`src/rt_status_pkg.sv`:
```
package rt_status_pkg;
	localparam int          CLK_PERIOD_PS    = 8000;
	localparam int          WDT_CUT_US       = 663;
	localparam int          WDT_CUT_CYCLES   = (WDT_CUT_US * 1000000 + CLK_PERIOD_PS - 1)
		/ CLK_PERIOD_PS;
	localparam int          ADDR_W           = 16;
	localparam int          DATA_W           = 16;
	localparam logic [15:0] MSTAT_OFFSET     = 16'h0001;
	localparam logic [15:0] WDCFG_OFFSET     = 16'h0004;
	localparam logic [15:0] RTCFG_OFFSET     = 16'h0017;
	localparam int          MSTAT_READY_BIT  = 15;
	localparam int          MSTAT_ASEL_BIT   = 13;
	localparam int          MSTAT_SRST_BIT   = 10;
	localparam int          WDCFG_TXINH_BIT  = 2;
	localparam int          RTCFG_INHA_BIT   = 13;
	localparam int          RTCFG_INHB_BIT   = 12;
	localparam logic [15:0] MSTAT_RESET      = 16'h0000;
	localparam logic [15:0] WDCFG_RESET      = 16'h0000;

	typedef enum logic [1:0] {
		ST_LATCH,
		ST_AUTOINIT,
		ST_RUN,
		ST_SOFTRST
	} ctrl_state_t;
endpackage : rt_status_pkg

```
`src/wd_bus_if.sv`:
```
`timescale 1ns/100ps
interface wd_bus_if;
	logic timeout;
	logic tx_active;
	logic inhibit_en;
	logic clear;
	logic inhibited;
	logic tx_allow;

	modport unit (
		input  timeout,
		input  tx_active,
		input  inhibit_en,
		input  clear,
		output inhibited,
		output tx_allow
	);
	modport ctrl (
		output timeout,
		output tx_active,
		output inhibit_en,
		output clear,
		input  inhibited,
		input  tx_allow
	);
endinterface : wd_bus_if

```
`src/rt_status_ctrl.sv`:
```
`timescale 1ns/100ps
// Contract
// - With transmit inhibit enabled, a watchdog timeout on a bus blocks transmission on that bus.
// - A bus A timeout with inhibit enabled sets the bus A inhibited flag, bit 13 at 0x0017.
// - A bus B timeout with inhibit enabled sets the bus B inhibited flag, bit 12 at 0x0017.
// - With inhibit disabled, a timeout cuts the current transmission after 663 us, once only.
// - Later transmissions are inhibited only when the inhibit enable is set.
// - Unused bits 1,0 of watchdog config and 14,12,11 of master status read zero.
// - The master status register at 0x0001 clears to zero on master reset.
// - Soft reset leaves master status bit 13 alone; only bits 15 and 10 change.
// - The ready pin always equals bit 15 of master status, which is read-only.
// - Ready is low during auto-initialization, soft reset and built-in test.
// - While ready is low host writes are blocked, and the host waits for ready; the test host waits only on requests with wt set.
// - While ready is low every host read returns master status, whatever the address.
// - Status bit 13 holds the auto-init select pin sampled at master reset release.
// - Status bit 13 high means auto-initialization ran after master reset.
// - Soft reset bit 10 stays high until reset actions end, then clears and ready rises.
module rt_status_ctrl #(
	parameter int CUT_CYCLES = rt_status_pkg::WDT_CUT_CYCLES
) (
	input  wire logic        CLK,
	input  wire logic        ARST_N,
	input  wire logic        AUTOINIT_SELECT,
	input  wire logic        AUTOINIT_DONE,
	input  wire logic        SOFT_RESET_DONE,
	input  wire logic        BIST_BUSY,
	input  wire logic        WDT_TIMEOUT_A,
	input  wire logic        WDT_TIMEOUT_B,
	input  wire logic        TX_ACTIVE_A,
	input  wire logic        TX_ACTIVE_B,
	input  wire logic        HOST_WR,
	input  wire logic        HOST_RD,
	input  wire logic [15:0] HOST_ADDR,
	input  wire logic [15:0] HOST_WDATA,
	output logic      [15:0] HOST_RDATA,
	output logic             HOST_LOCKED,
	output logic             AUTOINIT_START,
	output logic             SOFT_RESET_START,
	output logic             TX_ALLOW_A,
	output logic             TX_ALLOW_B,
	output logic             READY
);

	rt_status_pkg::ctrl_state_t state_r;
	rt_status_pkg::ctrl_state_t state_nxt;

	logic        asel_latch_r;
	logic        srst_bit_r;
	logic        txinh_en_r;
	logic        ai_start_r;
	logic        sr_start_r;
	logic [15:0] rdata_r;
	logic        ready;
	logic        wr_ok;
	logic        wr_mstat;
	logic        wr_wdcfg;
	logic        srst_req;
	logic [15:0] mstat;
	logic [15:0] wdcfg;
	logic [15:0] rtcfg;
	logic [15:0] rd_word;

	wd_bus_if bus_a ();
	wd_bus_if bus_b ();

	// No flop on ready, so a self test locks the host in the same cycle
	assign ready    = (state_r == rt_status_pkg::ST_RUN) && !BIST_BUSY;
	assign wr_ok    = HOST_WR && ready;
	assign wr_mstat = wr_ok && HOST_ADDR == rt_status_pkg::MSTAT_OFFSET;
	assign wr_wdcfg = wr_ok && HOST_ADDR == rt_status_pkg::WDCFG_OFFSET;
	// Only bit 10 starts a soft reset; bits 12 and 11 are reserved here
	assign srst_req = wr_mstat && HOST_WDATA[rt_status_pkg::MSTAT_SRST_BIT];

	// Latch state lasts one cycle, so the select pin is looked at once
	always_comb begin
		state_nxt = state_r;
		case (state_r)
			rt_status_pkg::ST_LATCH: begin
				state_nxt = AUTOINIT_SELECT ? rt_status_pkg::ST_AUTOINIT
					: rt_status_pkg::ST_RUN;
			end
			rt_status_pkg::ST_AUTOINIT: begin
				if (AUTOINIT_DONE) begin
					state_nxt = rt_status_pkg::ST_RUN;
				end
			end
			rt_status_pkg::ST_RUN: begin
				if (srst_req) begin
					state_nxt = rt_status_pkg::ST_SOFTRST;
				end
			end
			rt_status_pkg::ST_SOFTRST: begin
				if (SOFT_RESET_DONE) begin
					state_nxt = rt_status_pkg::ST_RUN;
				end
			end
			default: begin
				state_nxt = rt_status_pkg::ST_LATCH;
			end
		endcase
	end

	always_ff @(posedge CLK or negedge ARST_N) begin
		if (!ARST_N) begin
			state_r <= rt_status_pkg::ST_LATCH;
		end else begin
			state_r <= state_nxt;
		end
	end

	// Pin caught on first edge after release, never again
	always_ff @(posedge CLK or negedge ARST_N) begin
		if (!ARST_N) begin
			asel_latch_r <= 1'b0;
		end else if (state_r == rt_status_pkg::ST_LATCH) begin
			asel_latch_r <= AUTOINIT_SELECT;
		end
	end

	always_ff @(posedge CLK or negedge ARST_N) begin
		if (!ARST_N) begin
			srst_bit_r <= 1'b0;
		end else begin
			srst_bit_r <= (state_nxt == rt_status_pkg::ST_SOFTRST);
		end
	end

	always_ff @(posedge CLK or negedge ARST_N) begin
		if (!ARST_N) begin
			ai_start_r <= 1'b0;
		end else begin
			ai_start_r <= (state_r == rt_status_pkg::ST_LATCH) && AUTOINIT_SELECT;
		end
	end

	always_ff @(posedge CLK or negedge ARST_N) begin
		if (!ARST_N) begin
			sr_start_r <= 1'b0;
		end else begin
			sr_start_r <= (state_r == rt_status_pkg::ST_RUN) && srst_req;
		end
	end

	always_ff @(posedge CLK or negedge ARST_N) begin
		if (!ARST_N) begin
			txinh_en_r <= rt_status_pkg::WDCFG_RESET[rt_status_pkg::WDCFG_TXINH_BIT];
		end else if (wr_wdcfg) begin
			txinh_en_r <= HOST_WDATA[rt_status_pkg::WDCFG_TXINH_BIT];
		end
	end

	always_comb begin
		mstat = rt_status_pkg::MSTAT_RESET;
		mstat[rt_status_pkg::MSTAT_READY_BIT] = ready;
		mstat[rt_status_pkg::MSTAT_ASEL_BIT]  = asel_latch_r;
		mstat[rt_status_pkg::MSTAT_SRST_BIT]  = srst_bit_r;
	end

	always_comb begin
		wdcfg = '0;
		wdcfg[rt_status_pkg::WDCFG_TXINH_BIT] = txinh_en_r;
	end

	always_comb begin
		rtcfg = '0;
		rtcfg[rt_status_pkg::RTCFG_INHA_BIT] = bus_a.inhibited;
		rtcfg[rt_status_pkg::RTCFG_INHB_BIT] = bus_b.inhibited;
	end

	// Locked reads ignore the address, so the host can poll status
	always_comb begin
		rd_word = '0;
		if (!ready) begin
			rd_word = mstat;
		end else begin
			case (HOST_ADDR)
				rt_status_pkg::MSTAT_OFFSET: rd_word = mstat;
				rt_status_pkg::WDCFG_OFFSET: rd_word = wdcfg;
				rt_status_pkg::RTCFG_OFFSET: rd_word = rtcfg;
				default:                     rd_word = '0;
			endcase
		end
	end

	always_ff @(posedge CLK or negedge ARST_N) begin
		if (!ARST_N) begin
			rdata_r <= '0;
		end else if (HOST_RD) begin
			rdata_r <= rd_word;
		end
	end

	// Inhibit flags survive until a soft reset clears them
	assign bus_a.timeout    = WDT_TIMEOUT_A;
	assign bus_a.tx_active  = TX_ACTIVE_A;
	assign bus_a.inhibit_en = txinh_en_r;
	assign bus_a.clear      = sr_start_r;

	assign bus_b.timeout    = WDT_TIMEOUT_B;
	assign bus_b.tx_active  = TX_ACTIVE_B;
	assign bus_b.inhibit_en = txinh_en_r;
	assign bus_b.clear      = sr_start_r;

	// One guard per bus; both share the enable and the soft reset clear
	wd_tx_guard #(.CUT_CYCLES(CUT_CYCLES)) u_guard_a (
		.clk    (CLK),
		.arst_n (ARST_N),
		.bus    (bus_a.unit)
	);

	wd_tx_guard #(.CUT_CYCLES(CUT_CYCLES)) u_guard_b (
		.clk    (CLK),
		.arst_n (ARST_N),
		.bus    (bus_b.unit)
	);

	assign TX_ALLOW_A       = bus_a.tx_allow;
	assign TX_ALLOW_B       = bus_b.tx_allow;
	assign READY            = ready;
	assign HOST_LOCKED      = !ready;
	assign HOST_RDATA       = rdata_r;
	assign AUTOINIT_START   = ai_start_r;
	assign SOFT_RESET_START = sr_start_r;
endmodule : rt_status_ctrl

```
`src/wd_tx_guard.sv`:
```
`timescale 1ns/100ps
module wd_tx_guard #(
	parameter int CUT_CYCLES = rt_status_pkg::WDT_CUT_CYCLES
) (
	input  wire logic clk,
	input  wire logic arst_n,
	wd_bus_if.unit    bus
);
	localparam int CW = $clog2(CUT_CYCLES + 1);

	logic          inhibited_r;
	logic          armed_r;
	logic          cut_r;
	logic [CW-1:0] cnt_r;

	// Set wins over clear so a timeout during soft reset is kept
	always_ff @(posedge clk or negedge arst_n) begin
		if (!arst_n) begin
			inhibited_r <= 1'b0;
		end else if (bus.timeout && bus.inhibit_en) begin
			inhibited_r <= 1'b1;
		end else if (bus.clear) begin
			inhibited_r <= 1'b0;
		end
	end

	// Without inhibit, one cut of the running transmission only
	always_ff @(posedge clk or negedge arst_n) begin
		if (!arst_n) begin
			armed_r <= 1'b0;
			cnt_r   <= '0;
		end else if (bus.timeout && !bus.inhibit_en) begin
			armed_r <= 1'b1;
			cnt_r   <= CW'(CUT_CYCLES - 1);
		end else if (armed_r && cnt_r != '0) begin
			cnt_r <= cnt_r - CW'(1);
		end else if (armed_r) begin
			armed_r <= 1'b0;
		end
	end

	always_ff @(posedge clk or negedge arst_n) begin
		if (!arst_n) begin
			cut_r <= 1'b0;
		end else if (armed_r && cnt_r == '0 && bus.tx_active) begin
			cut_r <= 1'b1;
		end else if (!bus.tx_active) begin
			cut_r <= 1'b0;
		end
	end

	assign bus.inhibited = inhibited_r;
	assign bus.tx_allow  = !inhibited_r && !cut_r;
endmodule : wd_tx_guard
```
`config.mk`:
```
export PLATFORM = sky130hd
export DESIGN_NAME = rt_status_ctrl
export DESIGN_NICKNAME = d
export VERILOG_FILES = /design/src/rt_status_pkg.sv /design/src/wd_bus_if.sv /design/src/rt_status_ctrl.sv /design/src/wd_tx_guard.sv
export SDC_FILE = /design/constraint.sdc
export NUM_CORES = 1
export LEC_CHECK = 0
export BUFFER_PORTS_ARGS = -buffer_cell sky130_fd_sc_hd__buf_2
export CAP_MARGIN = 20
export CORE_MARGIN = 1
export CORE_UTILIZATION = 50
export CTS_CLUSTER_SIZE = 40
export DETAILED_ROUTE_END_ITERATION = 8
export PLACE_DENSITY_LB_ADDON = 0.05
export SETUP_SLACK_MARGIN = 0.1
export SLEW_MARGIN = 10
export SYNTH_ARGS = -nofsm -noshare
export SYNTH_HDL_FRONTEND = slang
export SYNTH_SLANG_ARGS = --single-unit
```
`constraint.sdc`:
```
create_clock -name CLK -period 2.5 [get_ports CLK]
set_input_delay 0.5 -clock CLK [delete_from_list [all_inputs] [get_ports CLK]]
set_output_delay 0.5 -clock CLK [all_outputs]
set_load 0.02 [all_outputs]
```
=== Yosys cells after proc, flatten, opt, wreduce, memory -nomap -nowiden ===
Index checks and enable logic that the tools add are counted.

* Bits in registers: 63
* Output and inout port bits: 22
* Logic and storage cells: 85
* Input port bits: 44

* Reductions and logical operators: 35
* $add $sub $neg: 2
* Eq/ne operators: 11
* Muxes and demuxes: 22

{| class="wikitable"
|+ Operators with widths
! operator !! count
|-
| 17-bit two-way mux || 4
|-
| 16-bit case mux with 3 select lines || 1
|-
| 17-bit logical NOT || 2
|-
| 17-bit nonzero test || 2
|-
| 17-bit by 1-bit subtractor with 17-bit output (second input constant) || 2
|-
| 1-bit logical AND || 19
|-
| 16-bit by 1-bit equality test with 1-bit output (second input constant) || 1
|-
| 16-bit by 3-bit equality test with 1-bit output (second input constant) || 1
|-
| 16-bit by 5-bit equality test with 1-bit output (second input constant) || 1
|-
| 16-bit two-way mux || 1
|-
| 1-bit two-way mux || 11
|-
| 2-bit two-way mux || 4
|-
| 2-bit by 1-bit inequality test with 1-bit output (second input constant) || 4
|-
| 2-bit case mux with 4 select lines || 1
|-
| 2-bit nonzero test || 4
|-
| 1-bit logical NOT || 7
|-
| 2-bit equality test (second input constant) || 3
|-
| 2-bit by 1-bit equality test with 1-bit output (second input constant) || 1
|-
| 2-bit logical NOT || 1
|}

=== Longest topological paths before layout ===
* Depth after elaboration: 8
* Mapped depth: 7
* Mapped depth without buffers: 6

=== Modules after synthesis ===
From an unflattened synthesis, not the netlist that was laid out.

* Cell total of the unflattened synthesis: 320
* Area, all modules: 3034.2 um^2

{| class="wikitable"
|+ Modules (own cells, without submodules)
! module !! seq. area each (um^2) !! cells an instance !! times used !! area an instance (um^2)
|-
| wd_tx_guard || 500.5 || 124 || 2 || 1158.6
|-
| rt_status_ctrl || 300.3 || 72 || 1 || 716.9
|}

=== Least setup slack after synthesis ===
No wires, ideal clock.

* Path kind: input -> register
* Start: input BIST_BUSY
* End: register txinh_en_r (netlist: bus_a.inhibit_en)
* Setup slack: 0.138 ns
* Data required time: 2.375 ns
* Setup time: 0.125 ns
* Buffers on the path: 0
* Stages: 5
* Data arrival time: 2.238 ns
* Cells stage by stage: nor3b_1 inv_1 nor4_1 nand3_1 mux2_2

* Cells in the longest elaborated chain, start to end: 4

{| class="wikitable"
|+ Ends and longest elaborated chain
! what !! RTL line !! RTL
|-
| from (decl) || rt_status_ctrl.sv:26 || <nowiki>input wire logic BIST_BUSY,</nowiki>
|-
| 1-bit logical NOT || rt_status_ctrl.sv:67 || <nowiki>assign ready = (state_r == rt_status_pkg::ST_RUN) && !BIST_BUSY;</nowiki>
|-
| 1-bit logical AND || rt_status_ctrl.sv:67 ||
|-
| 1-bit logical AND || rt_status_ctrl.sv:68 || <nowiki>assign wr_ok = HOST_WR && ready;</nowiki>
|-
| 1-bit logical AND || rt_status_ctrl.sv:70 || <nowiki>assign wr_wdcfg = wr_ok && HOST_ADDR == rt_status_pkg::WDCFG_OFFSET;</nowiki>
|-
| to (signal assigned) || rt_status_ctrl.sv:146 || <nowiki>txinh_en_r <= rt_status_pkg::WDCFG_RESET[rt_status_pkg::WDCFG_TXINH_BIT];</nowiki>
|-
| to (signal assigned) || rt_status_ctrl.sv:148 || <nowiki>txinh_en_r <= HOST_WDATA[rt_status_pkg::WDCFG_TXINH_BIT];</nowiki>
|-
| to (decl) || rt_status_ctrl.sv:49 || <nowiki>logic txinh_en_r;</nowiki>
|}

No other way between the ends.
A chain may end at the register's enable or synchronous reset.

=== Worst setup path after layout ===
* Start: register u_guard_b.cnt_r[10]
* End: register u_guard_b.cnt_r[0]

* Cells in the longest elaborated chain, start to end: 3

{| class="wikitable"
|+ Ends and longest elaborated chain
! what !! RTL line !! RTL
|-
| from (decl) || wd_tx_guard.sv:14 || <nowiki>logic [CW-1:0] cnt_r;</nowiki>
|-
| from (signal assigned) || wd_tx_guard.sv:34 || <nowiki>cnt_r <= CW'(CUT_CYCLES - 1);</nowiki>
|-
| from (signal assigned) || wd_tx_guard.sv:36 || <nowiki>cnt_r <= cnt_r - CW'(1);</nowiki>
|-
| 17-bit nonzero test || wd_tx_guard.sv:35 || <nowiki>end else if (armed_r && cnt_r != '0) begin</nowiki>
|-
| 1-bit logical AND || wd_tx_guard.sv:35 ||
|-
| 2-bit nonzero test (no source line) || -- ||
|}

No other way between the ends.

==> out/results.tsv <==
stage	metric	value	unit
detailed_routing	drt_first_pass_iters	4	
worst_setup_path	r2r_slack	0.25	ns
logic_synthesis	synthFlopType	dfrtp_1	
placement	dpl.cell_count	415	
clock_tree	cts_buffers	5	
global_routing	grt_max_degree	53	
clock_tree	h-tree-depth	2	
status	status	completed	
placement	place_congestion	0.776	
worst_setup_path	endpoint_kind	register	
worst_setup_path	critPathKind	register to register	
logic_synthesis	syn_area_per_cell	9.28	um2
clock_tree	cts-root-buf	clkbuf_8	
global_routing	grt_pass1_wl	9920	um
timing	tns	0	ns
logic_synthesis	synth_warnings	0	
timing	tightest_slew	0.645	ns
logic_synthesis	ys_seq_area_frac	0.455	
placement	port_buffers	40	
final_layout	drive_above_1_share	0.179	
timing	fmax	0.445	GHz
floorplanning	die_w	77.6	um
logic_synthesis	synth_area_leader_cell	dfrtp_1	
clock_tree	cts_tree	done	
placement	place_hpwl	4100	um
final_layout	area_delta_synth_final	12.7	%
clock_tree	cts_max_path_buffers	2	
logic_synthesis	yosysTopAreaCellShare	0.455	
floorplanning	initial_utilization	0.519	
logic_synthesis	synth_edf_count	0	
final_layout	nets	398	
worst_setup_path	r2r-start	u_guard_b.cnt_r[10]	
run	drv_cap	0	
clock_tree	cts_hold_buf	0	
worst_setup_path	cp-start-kind	register	
timing	grt_setup_unrepaired	no	
timing	drv_slew	0	
global_routing	overflow	0	
worst_setup_path	reg2reg_to	u_guard_b.cnt_r[0]	
logic_synthesis	synth.most_common_cell	dfrtp_1	
logic_synthesis	syn_inst	308	
final_layout	nFillCells	484	
logic_synthesis	ys_ff_latch	52	
floorplanning	std_cell_rows	27	
timing	min_period	2.25	ns
final_layout	final_area	3220	um2
power_and_ir_drop	ir_drop	410	uV
worst_setup_path	cp-startpoint	u_guard_b.cnt_r[10]	
floorplanning	ioPinCount	66	
floorplanning	die_area	6020	um2
logic_synthesis	async_reset_ff_frac	1.00	
worst_setup_path	critical_path.top_delay_family	simple AND/OR/NAND/NOR gates	
timing	relSlewSlack	0.569	
logic_synthesis	ys_types	53	
final_layout	regArea	1300	um2
detailed_routing	first_iter_violations	41	
timing	final_hold_viol_count	0	
worst_setup_path	critPathMaxStageDelay	0.65	ns
floorplanning	die_h	77.6	um
power_and_ir_drop	cellLeakagePower	0.00130	uW
worst_setup_path	critPathSlowestCell	or4_1	
logic_synthesis	synth_common_cells	dfrtp_1 (52), o21ai_0 (21), nand2_1 (20)	
worst_setup_path	critical_path_buf_inv_count	0	
clock_tree	insertion_delay	0.31	ns
worst_setup_path	cp_max_fo	6	
logic_synthesis	synth.area.top_cells	dfrtp_1 (46%), or4_1 (4.2%), o21ai_0 (3.7%), o31ai_1 (3.7%), a21oi_1 (3.0%)	
timing	clock_skew	0.0151	ns
timing	hold_ws	0.291	ns
power_and_ir_drop	finalPower	1710	uW
final_layout	instances_no_fill	423	
worst_setup_path	path_cells	or4_1 > or4_1 > mux2i_1 > a2111oi_0	
global_routing	grt_util_all_layers	0.203	
clock_tree	path_clk_slew	0.10	ns
timing	min_period_over_period	0.898	
power_and_ir_drop	p_per_area	529	nW/um2
worst_setup_path	critPathArrivalTime	2.43	ns
final_layout	multiInputGateArea	1410	um2
detailed_routing	dr_total_vias	2423	
global_routing	grt_pass1_vias	2244	
logic_synthesis	syn-cell-area	2860	um2
detailed_routing	drc_errors	0	
clock_tree	cts_sinks	52	
detailed_routing	wl_per_cell	13.5	um
worst_setup_path	crit_path_frequent_cell	or4_1	
global_routing	antenna_found_initial	0	
final_layout	diodes	0	
timing	setup_violations	0	
clock_tree	cts_setup_buffers	0	
floorplanning	core_area	5510	um2
detailed_routing	postRouteAntennaNets	0	
worst_setup_path	reg2reg_depth	4	
worst_setup_path	cp.required	2.69	ns
detailed_routing	wl	5730	um
detailed_routing	via_per_inst	5.73	
clock_tree	cts_resized	0	
placement	place_area	3110	um2
min_path	holdCritPathClass	primary input to async pin	
## placed cells by master, fill, tap and decap left out, types with 2 or more instances in the layout
master,count
a211o_1,2
a21oi_1,17
a31oi_1,2
and2_1,2
buf_2,40
buf_4,7
clkbuf_8,5
conb_1,11
dfrtp_1,52
ha_1,4
inv_1,14
mux2i_1,6
nand2_1,20
nand2b_1,10
nand3_1,14
nand4_1,5
nor2_1,16
nor2b_1,5
nor3_1,10
nor3b_1,4
nor4_1,8
nor4b_1,4
o211ai_1,3
o21ai_0,21
o31ai_1,14
or2_2,2
or3_1,11
or4_1,16
## power breakdown
group / switching (uW) / internal (uW) / total, uW
Combinational: 132 / 82.4 / 214
Sequential: 35.8 / 876 / 912
Clock: 283 / 297 / 579
## sequential cells by signal, summed over array words and instances (netlist names)
signal / count
srst_bit_r: 1
AUTOINIT_START: 1
u_guard_b.bus.inhibited: 1
u_guard_b.cut_r: 1
asel_latch_r: 1
SOFT_RESET_START: 1
u_guard_a.cut_r: 1
u_guard_a.cnt_r: 17
state_r: 2
u_guard_a.bus.inhibited: 1
bus_a.inhibit_en: 1
u_guard_b.armed_r: 1
u_guard_a.armed_r: 1
HOST_RDATA: 5
u_guard_b.cnt_r: 17
## per-stage QoR
step                       util  worst slack, ns
final                     0.585            0.254
after global routing      0.585            0.126
after CTS                 0.585            0.229
after detailed placement  0.565            0.250
after global placement    0.565            0.278
after floorplan               -            0.138
## worst max path at each step
stage	slack [ns]	to	cells after the start
after floorplan	0.14	bus_a.inhibit_en	5
after global placement	0.28	u_guard_b.cnt_r[0]	4
after detailed placement	0.25	u_guard_b.cnt_r[0]	4
after CTS	0.23	u_guard_b.cnt_r[0]	4
after global routing	0.13	u_guard_b.cnt_r[16]	6
final	0.25	u_guard_b.cnt_r[0]	4
## worst register-to-register path, delay by kind of cell, from the launching register on
family / cells / cell delay [ns]
AOI/OAI and AO/OA: 1 / 0.36
and+or+nand+nor: 2 / 1.18
muxes: 1 / 0.17
DFF: 1 / 0.42
## cell families after synthesis
| logic type | after synthesis | synth area share |
|---|---|---|
| muxes | 7 | 0.0250 |
| DFF | 52 | 0.455 |
| other | 1 | 0.00131 |
| and+or+nand+nor | 136 | 0.277 |
| AOI/OAI and AO/OA | 72 | 0.161 |
| adders and majority gates | 4 | 0.0175 |
| buffers and inverters | 36 | 0.0630 |
## layer usage
layer	global-route usage	up-vias	wire length, um
met5	0	-	0
met4	0.0415	0	47
met3	0.0424	5	180
met2	0.356	46	2810
met1	0.258	1159	2690
li1	-	1213	-
## area by class of cell
type                            instances  area share
Clock inverter                          3      0.0132
Timing Repair Buffer                   47      0.0784
Sequential cell                        52       0.404
Clock buffer                            5      0.0214
Multi-Input combinational cell        230       0.439
Inverter                               14      0.0163
Tap cell                               72      0.0280
Power figures use the tool's default switching activity.
